==> src/rav_pkg.sv <==
package rav_pkg;

  // register byte offsets
  localparam logic [7:0] PERI_BUCK_ALT_SETTING_ADDR    = 8'hB9;
  localparam logic [7:0] LINREG_ONE_ALT_SETTING_ADDR   = 8'hBA;
  localparam logic [7:0] LINREG_TWO_ALT_SETTING_ADDR   = 8'hBB;
  localparam logic [7:0] LINREG_THREE_ALT_SETTING_ADDR = 8'hBC;

  // reset values (none documented, zero chosen)
  localparam logic [7:0] PERI_BUCK_ALT_RESET    = 8'h00;
  localparam logic [7:0] LINREG_ONE_ALT_RESET   = 8'h00;
  localparam logic [7:0] LINREG_TWO_ALT_RESET   = 8'h00;
  localparam logic [7:0] LINREG_THREE_ALT_RESET = 8'h00;

  // field positions
  localparam int SLEEP_BIT    = 7;
  localparam int RESERVED_BIT = 6;
  localparam int WIDE_CODE_W   = 7;
  localparam int NARROW_CODE_W = 6;

  // voltage coding in millivolts
  localparam int STEP_MV           = 20;
  localparam int PERI_BUCK_BASE_MV = 800;
  localparam int LINREG_ONE_BASE_MV   = 600;
  localparam int LINREG_TWO_BASE_MV   = 600;
  localparam int LINREG_THREE_BASE_MV = 900;
  localparam int LINREG_ONE_MAX_MV    = 1200;
  localparam int LINREG_TWO_MAX_MV    = 1800;
  localparam logic [5:0] LINREG_ONE_CLAMP_CODE = 6'h1E;
  localparam logic [5:0] LINREG_TWO_CLAMP_CODE = 6'h3C;

  // mode of one regulator as seen by its power stage
  typedef struct packed {
    logic        sleep;
    logic [11:0] target_mv;
  } rav_rail_t;

endpackage

==> src/rav_regs.sv <==
// Added by the designer: the plain strobed port.
`timescale 1ns/1ns
// Summary of operation
// - with alternate setting active and buck bit 7 set, the peripheral buck sleeps.
// - with buck bit 7 clear, the peripheral buck runs in synchronous mode.
// - buck voltage is bits 6:0, 0.80 V at code zero plus 20 mV a step, 3.34 V at the top.
// - bit 7 of each linear regulator register selects sleep when set, normal when clear.
// - first linear regulator voltage is bits 5:0, 0.60 V plus 20 mV a step.
// - first linear regulator codes 011110 and 011111 both give 1.20 V.
// - second linear regulator voltage is bits 5:0, 0.60 V plus 20 mV a step.
// - second linear regulator codes 111100 and above give 1.80 V.
// - third linear regulator voltage is bits 6:0, 0.90 V plus 20 mV a step, up to 3.44 V.
// - bit 6 of the first and second linear regulator registers is reserved read/write.
module rav_regs (
  input  wire logic              clock,
  input  wire logic              sys_rst,
  input  wire logic [7:0]        reg_addr,
  input  wire logic [7:0]        reg_wdata,
  input  wire logic              reg_wr,
  input  wire logic              reg_rd,
  output logic      [7:0]        reg_rdata,
  input  wire logic [3:0]        alt_select,
  output rav_pkg::rav_rail_t     peripheral_buck,
  output rav_pkg::rav_rail_t     linreg_one,
  output rav_pkg::rav_rail_t     linreg_two,
  output rav_pkg::rav_rail_t     linreg_three
);

  //////////////////////////////////////////////////////////////////////////////
  logic [7:0] peri_buck_alt_setting;
  logic [7:0] linreg_one_alt_setting;
  logic [7:0] linreg_two_alt_setting;
  logic [7:0] linreg_three_alt_setting;

  // one slot per register; bit 6 of linreg one and two is kept though it drives nothing
  rav_alt_slot #(
    .ADDR      (rav_pkg::PERI_BUCK_ALT_SETTING_ADDR),
    .RESET_VAL (rav_pkg::PERI_BUCK_ALT_RESET)
  ) i_peri_slot (
    .clock     (clock),
    .sys_rst   (sys_rst),
    .reg_addr  (reg_addr),
    .reg_wdata (reg_wdata),
    .reg_wr    (reg_wr),
    .value     (peri_buck_alt_setting)
  );

  rav_alt_slot #(
    .ADDR      (rav_pkg::LINREG_ONE_ALT_SETTING_ADDR),
    .RESET_VAL (rav_pkg::LINREG_ONE_ALT_RESET)
  ) i_one_slot (
    .clock     (clock),
    .sys_rst   (sys_rst),
    .reg_addr  (reg_addr),
    .reg_wdata (reg_wdata),
    .reg_wr    (reg_wr),
    .value     (linreg_one_alt_setting)
  );

  rav_alt_slot #(
    .ADDR      (rav_pkg::LINREG_TWO_ALT_SETTING_ADDR),
    .RESET_VAL (rav_pkg::LINREG_TWO_ALT_RESET)
  ) i_two_slot (
    .clock     (clock),
    .sys_rst   (sys_rst),
    .reg_addr  (reg_addr),
    .reg_wdata (reg_wdata),
    .reg_wr    (reg_wr),
    .value     (linreg_two_alt_setting)
  );

  rav_alt_slot #(
    .ADDR      (rav_pkg::LINREG_THREE_ALT_SETTING_ADDR),
    .RESET_VAL (rav_pkg::LINREG_THREE_ALT_RESET)
  ) i_three_slot (
    .clock     (clock),
    .sys_rst   (sys_rst),
    .reg_addr  (reg_addr),
    .reg_wdata (reg_wdata),
    .reg_wr    (reg_wr),
    .value     (linreg_three_alt_setting)
  );

  //////////////////////////////////////////////////////////////////////////////
  // registered read path; never stalls the master
  rav_read_port i_read_port (
    .clock       (clock),
    .sys_rst     (sys_rst),
    .reg_addr    (reg_addr),
    .reg_rd      (reg_rd),
    .peri_value  (peri_buck_alt_setting),
    .one_value   (linreg_one_alt_setting),
    .two_value   (linreg_two_alt_setting),
    .three_value (linreg_three_alt_setting),
    .reg_rdata   (reg_rdata)
  );

  //////////////////////////////////////////////////////////////////////////////
  // decoded targets; 12 bits hold up to 4095 mV
  logic [11:0] next_peri_mv;
  logic [11:0] next_one_mv;
  logic [11:0] next_two_mv;
  logic [11:0] next_three_mv;

  rav_rail_decode #(
    .CODE_W     (rav_pkg::WIDE_CODE_W),
    .BASE_MV    (rav_pkg::PERI_BUCK_BASE_MV),
    .CLAMP_EN   (1'h0),
    .CLAMP_CODE (0),
    .MAX_MV     (0)
  ) i_peri_decode (
    .setting    (peri_buck_alt_setting),
    .target_mv  (next_peri_mv)
  );

  rav_rail_decode #(
    .CODE_W     (rav_pkg::NARROW_CODE_W),
    .BASE_MV    (rav_pkg::LINREG_ONE_BASE_MV),
    .CLAMP_EN   (1'h1),
    .CLAMP_CODE (rav_pkg::LINREG_ONE_CLAMP_CODE),
    .MAX_MV     (rav_pkg::LINREG_ONE_MAX_MV)
  ) i_one_decode (
    .setting    (linreg_one_alt_setting),
    .target_mv  (next_one_mv)
  );

  rav_rail_decode #(
    .CODE_W     (rav_pkg::NARROW_CODE_W),
    .BASE_MV    (rav_pkg::LINREG_TWO_BASE_MV),
    .CLAMP_EN   (1'h1),
    .CLAMP_CODE (rav_pkg::LINREG_TWO_CLAMP_CODE),
    .MAX_MV     (rav_pkg::LINREG_TWO_MAX_MV)
  ) i_two_decode (
    .setting    (linreg_two_alt_setting),
    .target_mv  (next_two_mv)
  );

  rav_rail_decode #(
    .CODE_W     (rav_pkg::WIDE_CODE_W),
    .BASE_MV    (rav_pkg::LINREG_THREE_BASE_MV),
    .CLAMP_EN   (1'h0),
    .CLAMP_CODE (0),
    .MAX_MV     (0)
  ) i_three_decode (
    .setting    (linreg_three_alt_setting),
    .target_mv  (next_three_mv)
  );

  //////////////////////////////////////////////////////////////////////////////
  // sleep bits share one position in all four registers
  logic peri_sleep_bit;
  logic one_sleep_bit;
  logic two_sleep_bit;
  logic three_sleep_bit;

  assign peri_sleep_bit  = peri_buck_alt_setting[rav_pkg::SLEEP_BIT];
  assign one_sleep_bit   = linreg_one_alt_setting[rav_pkg::SLEEP_BIT];
  assign two_sleep_bit   = linreg_two_alt_setting[rav_pkg::SLEEP_BIT];
  assign three_sleep_bit = linreg_three_alt_setting[rav_pkg::SLEEP_BIT];

  // rails not on their alternate set show all zero: this bank does not drive them
  rav_rail_drive i_peri_drive (
    .clock      (clock),
    .sys_rst    (sys_rst),
    .alt_active (alt_select[0]),
    .sleep_bit  (peri_sleep_bit),
    .next_mv    (next_peri_mv),
    .rail       (peripheral_buck)
  );

  rav_rail_drive i_one_drive (
    .clock      (clock),
    .sys_rst    (sys_rst),
    .alt_active (alt_select[1]),
    .sleep_bit  (one_sleep_bit),
    .next_mv    (next_one_mv),
    .rail       (linreg_one)
  );

  rav_rail_drive i_two_drive (
    .clock      (clock),
    .sys_rst    (sys_rst),
    .alt_active (alt_select[2]),
    .sleep_bit  (two_sleep_bit),
    .next_mv    (next_two_mv),
    .rail       (linreg_two)
  );

  rav_rail_drive i_three_drive (
    .clock      (clock),
    .sys_rst    (sys_rst),
    .alt_active (alt_select[3]),
    .sleep_bit  (three_sleep_bit),
    .next_mv    (next_three_mv),
    .rail       (linreg_three)
  );

endmodule

//////////////////////////////////////////////////////////////////////////////
// one byte-wide register; full byte kept so reads mirror writes
module rav_alt_slot #(
  parameter logic [7:0] ADDR      = 8'h00,
  parameter logic [7:0] RESET_VAL = 8'h00
) (
  input  wire logic       clock,
  input  wire logic       sys_rst,
  input  wire logic [7:0] reg_addr,
  input  wire logic [7:0] reg_wdata,
  input  wire logic       reg_wr,
  output logic      [7:0] value
);

  logic hit;

  // exact decode: neighbouring offsets belong to other banks
  assign hit = reg_wr && (reg_addr == ADDR);

  always_ff @(posedge clock) begin
    if (sys_rst) begin
      value <= RESET_VAL;
    end else if (hit) begin
      value <= reg_wdata;
    end
  end

endmodule

//////////////////////////////////////////////////////////////////////////////
// code to millivolts; optional ceiling for rails whose top codes saturate
module rav_rail_decode #(
  parameter int CODE_W     = 6,
  parameter int BASE_MV    = 600,
  parameter bit CLAMP_EN   = 1'h0,
  parameter int CLAMP_CODE = 0,
  parameter int MAX_MV     = 0
) (
  input  wire logic [7:0]  setting,
  output logic      [11:0] target_mv
);

  logic [CODE_W-1:0] code;
  logic              clamped;
  logic [11:0]       linear_mv;

  assign code = setting[CODE_W-1:0];

  // codes at or past the clamp point all map to the same ceiling
  assign clamped = CLAMP_EN && (int'(code) >= CLAMP_CODE);

  assign linear_mv = 12'(BASE_MV + rav_pkg::STEP_MV * int'(code));

  always_comb begin
    if (clamped) begin
      target_mv = 12'(MAX_MV);
    end else begin
      target_mv = linear_mv;
    end
  end

endmodule

//////////////////////////////////////////////////////////////////////////////
// read data stands one cycle after the strobe, zero otherwise
module rav_read_port (
  input  wire logic       clock,
  input  wire logic       sys_rst,
  input  wire logic [7:0] reg_addr,
  input  wire logic       reg_rd,
  input  wire logic [7:0] peri_value,
  input  wire logic [7:0] one_value,
  input  wire logic [7:0] two_value,
  input  wire logic [7:0] three_value,
  output logic      [7:0] reg_rdata
);

  logic [7:0] next_rdata;

  // unmapped addresses read zero
  always_comb begin
    next_rdata = 8'h00;
    if (reg_rd) begin
      unique case (reg_addr)
        rav_pkg::PERI_BUCK_ALT_SETTING_ADDR:    next_rdata = peri_value;
        rav_pkg::LINREG_ONE_ALT_SETTING_ADDR:   next_rdata = one_value;
        rav_pkg::LINREG_TWO_ALT_SETTING_ADDR:   next_rdata = two_value;
        rav_pkg::LINREG_THREE_ALT_SETTING_ADDR: next_rdata = three_value;
        default:                                next_rdata = 8'h00;
      endcase
    end
  end

  always_ff @(posedge clock) begin
    if (sys_rst) begin
      reg_rdata <= 8'h00;
    end else begin
      reg_rdata <= next_rdata;
    end
  end

endmodule

//////////////////////////////////////////////////////////////////////////////
// registered rail output; sleep and target kept as separate flops
module rav_rail_drive (
  input  wire logic          clock,
  input  wire logic          sys_rst,
  input  wire logic          alt_active,
  input  wire logic          sleep_bit,
  input  wire logic [11:0]   next_mv,
  output rav_pkg::rav_rail_t rail
);

  logic        next_sleep;
  logic [11:0] next_target;
  logic        sleep_q;
  logic [11:0] target_q;

  // off the alternate set the rail reads as sleep low, target zero
  always_comb begin
    next_sleep  = 1'h0;
    next_target = 12'h000;
    if (alt_active) begin
      next_sleep  = sleep_bit;
      next_target = next_mv;
    end
  end

  always_ff @(posedge clock) begin
    if (sys_rst) begin
      sleep_q <= 1'h0;
    end else begin
      sleep_q <= next_sleep;
    end
  end

  always_ff @(posedge clock) begin
    if (sys_rst) begin
      target_q <= 12'h000;
    end else begin
      target_q <= next_target;
    end
  end

  assign rail = {sleep_q, target_q};

endmodule

==> config.mk <==
export PLATFORM = sky130hd
export DESIGN_NAME = rav_regs
export DESIGN_NICKNAME = d
export VERILOG_FILES = /design/src/rav_pkg.sv /design/src/rav_regs.sv
export SDC_FILE = /design/constraint.sdc
export NUM_CORES = 1
export LEC_CHECK = 0
export ABC_CLOCK_PERIOD_IN_PS = 6800
export BUFFER_PORTS_ARGS = -buffer_cell sky130_fd_sc_hd__buf_2
export CORE_ASPECT_RATIO = 1.75
export CORE_UTILIZATION = 50
export CTS_CLUSTER_DIAMETER = 40
export DETAILED_ROUTE_END_ITERATION = 10
export PLACE_DENSITY = 0.82
export SLEW_MARGIN = 5
export SYNTH_ARGS = -nofsm -noshare
export SYNTH_HDL_FRONTEND = slang
export SYNTH_HIERARCHICAL = 1
export SYNTH_SLANG_ARGS = --single-unit
export TNS_END_PERCENT = 30
==> constraint.sdc <==
create_clock -name clock -period 6.8 [get_ports clock]
set_clock_uncertainty 0.1 [all_clocks]
set_input_delay 0.68 -clock clock [delete_from_list [all_inputs] [get_ports clock]]
set_output_delay 0.68 -clock clock [all_outputs]
set_load 0.03 [all_outputs]
==> impl_results.md, run 1 <==
* Status: finished, final reports clean
* Final Hold Viols at 0
* Register Area at 1840 um2
* Fraction of registers with async set/reset at 0
* Worst R2R Setup Slack at 3.88 ns
* Max-Cap Viols at 0
* Avg Inst Size Synth at 10.0 um2
* R2R cell count at 10
* DRT iter0 DRCs at 243
* Worst Path Arrival at 3.07 ns
* Worst setup EP type: flip-flop
* Clk buf depth at 2
* Area of the multi-input gates at 3440 um2
* Worst-margin pin slew at 1.18 ns
* Per-cell routed wire length at 15.4 um
* GRT overflow at 0
* IO buf count at 83
* DP HPWL at 8710 um
* FF-to-FF Start: i_peri_slot/value[1]
* Fin area at 6240 um2
* Via count at 4176
* Die area at 11700 um2
* Pre-Repair DR Iteration Count at 4
* Most frequent cells in the layout: dfxtp_1 (92), buf_2 (83), nand2b_1 (68)
* Dominant synthesized flop cell: dfxtp_1
* Syn Inst Count at 563
* Initial antenna violation count at 0
* Vias per cell at 5.48
* Die W at 82.3 um
* Worst path required time at 6.95 ns
* Minimum clock period at 2.92 ns
* Skew-Pair Late Insertion Delay at 0.35 ns
* Layout cell share with drive strength beyond 1 at 0.217
* Initial Utilization at 0.511
* Placed cell area at 5960 um2
* Largest net degree at the start of global routing at 118
* Max VDD drop at 0.209 mV
* Critical path type: reg -> reg
* GRT Total Usage at 0.218
* Fin crit share at 0.430
* Global-route wire length before repair at 19400 um
* PD cells at 178 nW/um2
* Num CTS Buffers at 9
* CTS tree: done
* Yosys reg bits at 92
* N_diodes at 0
* # setup viols final at 0
* Number of synthesized flops with an enable pin at 0
* Hold buffers post-CTS at 0
* Final wirelength at 11800 um
* Htree depth at 3
* Clock sink count at 92
* Seq/Total Area, Yosys at 0.326
* Slew headroom at 0.211
* Number of global-route vias before repair at 4174
* Max Clk Rate at 342 MHz
* Row count at 51
* Final ANT Viol Nets at 0
* Pleak at 2.96 nW
* Post-cts resize count at 0
* Final slew viol count at 0
* Setup bufs post-CTS at 0
* Reg clk slew, reported paths at 0.06 ns
* Synthesized area at 5640 um2
* CORE AREA at 11000 um2
* RSZ-0062 raised after global routing: no
* Worst-path maximum fanout at 4
* Root buffer cell: clkbuf_16
* Ys Warns at 6
* Commonest non-fill, non-tap cell in the layout: dfxtp_1
* Element type at the critical path start: flip-flop
* P&R area growth vs syn at 10.7%
* Setup crit start: i_peri_slot/value[1]
* Post-synthesis cell type count at 71
* Routability cong. at 0.876
* # fillers at 955
* Die Ht at 143 um
* I/O pins at 84
* DRC viols at 0
* R2r endpoint: i_peri_drive/target_q[11]
* Nets at 693
* Setup TNS Final at 0 ns
* Hold WC Path Type: reg -> reg
* Crit path to: i_peri_drive/target_q[11]
==> critical path: stages, from the launching register on <==
cell	delay, ns
dfxtp_1	0.34
ha_1	0.32
ha_1	0.28
fa_1	0.50
ha_1	0.24
nand2_1	0.09
a21oi_1	0.10
or3_1	0.42
o2111ai_1	0.20
nor2_1	0.06
and3b_1	0.17
==> layer usage <==
metal	track usage	up-vias	share of wire
li1	-	2065	-
met1	0.219	1988	0.37
met2	0.409	93	0.56
met3	0.0404	30	0.036
met4	0.106	0	0.033
met5	0	-	0
==> worst min-delay path by stage <==
stage / startpoint / endpoint / slack (ns) / cells past startpoint
final: i_two_slot/value[6] / i_two_slot/value[6] / 0.38 / 2
after CTS: i_two_slot/value[6] / i_two_slot/value[6] / 0.38 / 2
after floorplan: i_one_slot/value[6] / i_one_slot/value[6] / 0.34 / 2
after detailed placement: i_two_slot/value[6] / i_two_slot/value[6] / 0.37 / 2
after global routing: i_one_slot/value[6] / i_one_slot/value[6] / 0.40 / 2
after global placement: i_two_slot/value[6] / i_two_slot/value[6] / 0.36 / 2
==> cell type report <==
class	count	area share
clock buffers	12	0.0411
clock inverters	4	0.00521
inverters	20	0.0120
multi-input cells	416	0.550
flip-flops and latches	92	0.295
well taps	132	0.0264
repair buffers	86	0.0701
==> state kept, by name, indices dropped and copies added, names as in the netlist, 12 cells and up <==
name	cells
i_three_drive/target_q	12
i_peri_drive/target_q	12
i_one_drive/target_q	12
i_two_drive/target_q	12
==> kinds of logic after synthesis <==
logic type                 synth area share
DFF                                   0.326
buffers and inverters                0.0679
other                               0.00266
adders and majority gates             0.103
muxes                                0.0783
xor gates and xnor gates             0.0437
AOI/OAI and AO/OA                    0.0885
and+or+nand+nor                       0.290
==> through the flow <==
stage	utilization	hold slack [ns]	worst slack, ns	cells	total power, mW
after floorplan	-	0.344	4.08	568	0.616
after CTS	0.566	0.382	3.89	762	1.12
after global routing	0.566	0.405	3.72	762	1.15
after detailed placement	0.539	0.370	3.92	746	0.637
after global placement	0.539	0.361	4.00	746	0.636
final	0.566	0.378	3.88	762	1.11
==> power by group <==
group          switching, mW  total (mW)  leakage, nW  internal (mW)
sequential           0.00184       0.548        0.746          0.546
combinational         0.0476      0.0776         2.08         0.0301
clock                  0.215       0.485        0.135          0.270
total                  0.265        1.11         2.96          0.846
==> synthesized netlist by cell type, types with 4 or more instances <==
| cell | n | share of area |
|---|---|---|
| dfxtp_1 | 92 | 0.33 |
| nand2b_1 | 68 | 0.075 |
| and3b_1 | 43 | 0.067 |
| mux2i_1 | 43 | 0.076 |
| ha_1 | 40 | 0.089 |
| nor2_1 | 26 | 0.017 |
| buf_4 | 22 | 0.029 |
| inv_1 | 20 | 0.013 |
| xnor2_1 | 19 | 0.029 |
| and2_1 | 15 | 0.017 |
| and3b_2 | 12 | 0.021 |
| nand3_1 | 12 | 0.011 |
| a21oi_1 | 10 | 0.0089 |
| and3_1 | 9 | 0.010 |
| buf_6 | 9 | 0.018 |
| nand2_1 | 8 | 0.0053 |
| o31a_1 | 7 | 0.011 |
| clkbuf_1 | 6 | 0.0040 |
| nand3b_1 | 5 | 0.0067 |
| o21a_1 | 5 | 0.0067 |
| o21ai_0 | 5 | 0.0044 |
| conb_1 | 4 | 0.0027 |
| fa_1 | 4 | 0.014 |
| nand4_1 | 4 | 0.0044 |
| nor3_1 | 4 | 0.0035 |
| nor4b_2 | 4 | 0.011 |
| o21ai_1 | 4 | 0.0035 |
| xor2_1 | 4 | 0.0062 |
(Power assumes the default switching activity.)
==> run 2, diff against run 1 <==
--- a/config.mk
+++ b/config.mk
@@ -5,7 +5,8 @@
 export SDC_FILE = /design/constraint.sdc
 export NUM_CORES = 1
 export LEC_CHECK = 0
-export ABC_CLOCK_PERIOD_IN_PS = 6800
+export ABC_AREA = 1
+export ABC_CLOCK_PERIOD_IN_PS = 2700
 export BUFFER_PORTS_ARGS = -buffer_cell sky130_fd_sc_hd__buf_2
 export CORE_ASPECT_RATIO = 1.75
 export CORE_UTILIZATION = 50
==> constraint.sdc (replaced) <==
create_clock -name clock -period 2.7 [get_ports clock]
set_clock_uncertainty 0.1 [all_clocks]
set_input_delay 0.27 -clock clock [delete_from_list [all_inputs] [get_ports clock]]
set_output_delay 0.27 -clock clock [all_outputs]
set_load 0.03 [all_outputs]
==> impl_results.md, run 2 <==
* Status: finished, final reports clean
* Post-synthesis cell type count at 33
* # setup viols final at 0
* Final ANT Viol Nets at 0
* Vias per cell at 4.63
* DR top layer: met4
* PD cells at 431 nW/um2
* Final WS setup at 0.298 ns
* Pint at 2.27 mW
* CP cell instances: ha_1 -> ha_1 -> fa_1 -> nor2_1 -> nor2_4 -> a21oi_4 -> nand3_2 -> nand3_1 -> nand2_1 -> inv_1 -> nor2_4
* Synthesized area at 6200 um2
* Nets at 1047
* Ys Warns at 6
* Layout cell share with drive strength beyond 1 at 0.233
* Post-cts resize count at 0
* Clk pwr share at 0.456
* Skew-Pair Late Insertion Delay at 0.35 ns
* I/O pins at 84
* Global-route wire length before repair at 21500 um
* Fin crit share at 0.890
* Fin Hold WS at 0.223 ns
* Clock sink count at 92
* Combinational cell fraction of total power at 0.086
* Routability cong. at 0.884
* CORE AREA at 12100 um2
* Row count at 53
* DP HPWL at 10500 um
* N_diodes at 0
* Dominant synthesized flop cell: dfxtp_1
* RSZ-0062 raised after global routing: no
* Max VDD drop at 0.352 mV
* Worst setup EP type: flip-flop
* Element type at the critical path start: flip-flop
* Hold buffers post-CTS at 0
* Final wirelength at 13100 um
* Max-Cap Viols at 0
* Root buffer cell: clkbuf_16
* CP peak stage delay at 0.47 ns
* GRT overflow at 0
* Met2 WL post-DR at 7390 um
* Switch Pwr at 0.749 mW
* Reg clk slew, reported paths at 0.07 ns
* Setup bufs post-CTS at 0
* Htree depth at 3
* P&R area growth vs syn at 13.0%
* Clk buf depth at 2
* Fraction of registers with async set/reset at 0
* Seq/Total Area, Yosys at 0.297
* Initial antenna violation count at 0
* Per-cell routed wire length at 11.4 um
* Sw Ratio at 0.248
* Hold WC Path Type: in -> reg
* Cell with the most instances after synthesis: inv_1
* Die area at 12900 um2
* R2R cell count at 11
* Pleak at 3.95 nW
* Avg Inst Size Synth at 6.90 um2
* Worst-path maximum fanout at 5
* Worst Path Arrival at 2.53 ns
* Flop pwr share at 0.458
* Largest net degree at the start of global routing at 28
* Number of synthesized flops with an enable pin at 0
* Fin cells at 1149
* Worst R2R Setup Slack at 0.30 ns
* Worst path required time at 2.83 ns
* Minimum clock period at 2.40 ns
* Crit-path slowest cell: fa_1
* Num CTS Buffers at 9
* Pre-CTS setup slack at 0.315 ns
* End-of-flow core utilization at 0.581
* Worst hold stages at 5
* Final Hold Viols at 0
* Yosys reg bits at 92
* IO buf count at 83
* Via count at 5321
* Commonest non-fill, non-tap cell in the layout: inv_1
* Routed wl met3 at 408 um
* Pre-Repair DR Iteration Count at 4
* Die Ht at 149 um
* Die W at 86.2 um
* Placed cells at 1133
* Most frequent cells in the layout: inv_1 (219), nand2_1 (188), dfxtp_1 (92)
* GRT Total Usage at 0.214
* DRC viols at 0
* CTS tree: done
* Syn Inst Count at 899
* Number of global-route vias before repair at 5036
* Area fraction of the dominant cell type after synthesis at 0.297
* Largest area contributor in the netlist: dfxtp_1
* Critical path type: reg -> reg
* Synth area leaders: dfxtp_1 (30%), inv_1 (13%), nand2_1 (11%)
* Synth top cells by count: inv_1 (219), nand2_1 (188), dfxtp_1 (92)
* Max Clk Rate at 416 MHz
* Setup TNS Final at 0 ns
* Initial Utilization at 0.514
* Final slew viol count at 0
* DRT iter0 DRCs at 184
* WL met1 at 4680 um
-- run 2: changes by cell type in the layout (fill, tap and decap cells not counted), moves of 23 or more --
cell,delta
inv_1,+199
nand2_1,+180
nand2b_1,-68
nor2_1,+52
nor2_2,+44
and3b_1,-43
mux2i_1,-43
nand3_1,+42
nand4_1,+36
nand2_2,+23
-- run 2: metal layers --
metal / vias to the layer above / GRT usage
met3: 37 / 0.0315
met5: - / 0
met1: 2343 / 0.189
met2: 111 / 0.435
li1: 2830 / -
met4: 0 / 0.129
-- run 2: worst paths after layout --
kind | start | endpoint
worst min-delay path | reg_wdata[5] | i_one_slot/value[5]
worst max register to register | i_three_slot/value[1] | i_three_drive/target_q[11]
worst min register to register | i_two_slot/value[7] | i_two_drive/sleep_q
worst max-delay path | i_three_slot/value[1] | i_three_drive/target_q[11]
-- run 2: area by class of cell --
cell class                 count  area, um2
clock buffer                   9        225
clock inverter                 7        105
fill                        1145       5060
inverter                     233        876
multi-input combinational    558       3320
sequential                    92       1840
tap                          165        206
timing repair buffer          85        430
-- run 2: cells by family after synthesis --
logic type	after synthesis	synth area share
and+or+nand+nor	472	0.400
xor gates and xnor gates	9	0.0139
other	4	0.00242
AOI/OAI and AO/OA	24	0.0230
DFF	92	0.297
adders and majority gates	44	0.0936
buffers and inverters	254	0.170
-- run 2: power by group through the flow --
stage	Combinational (mW)	Clock [mW]	Sequential (mW)
floorplan	0.153	0	1.45
global placement	0.257	0	1.41
CTS	0.261	1.41	1.38
global route	0.284	1.46	1.38
detailed placement	0.260	0	1.41
finish	0.259	1.38	1.38
-- run 2: metrics by stage --
| stage | area (um2) | power [mW] |
|---|---|---|
| floorplan | 6220 | 1.60 |
| global placement | 6680 | 1.67 |
| detailed placement | 6680 | 1.67 |
| CTS | 7010 | 3.05 |
| global route | 7010 | 3.13 |
| finish | 7010 | 3.02 |
-- run 2: critical path, delay by kind of cell (launching register included) --
family	cells	cell delay, ns
compound gates	1	0.13
fa+ha+maj	3	0.97
buf+inv	1	0.08
flops	1	0.41
simple gates	6	0.59
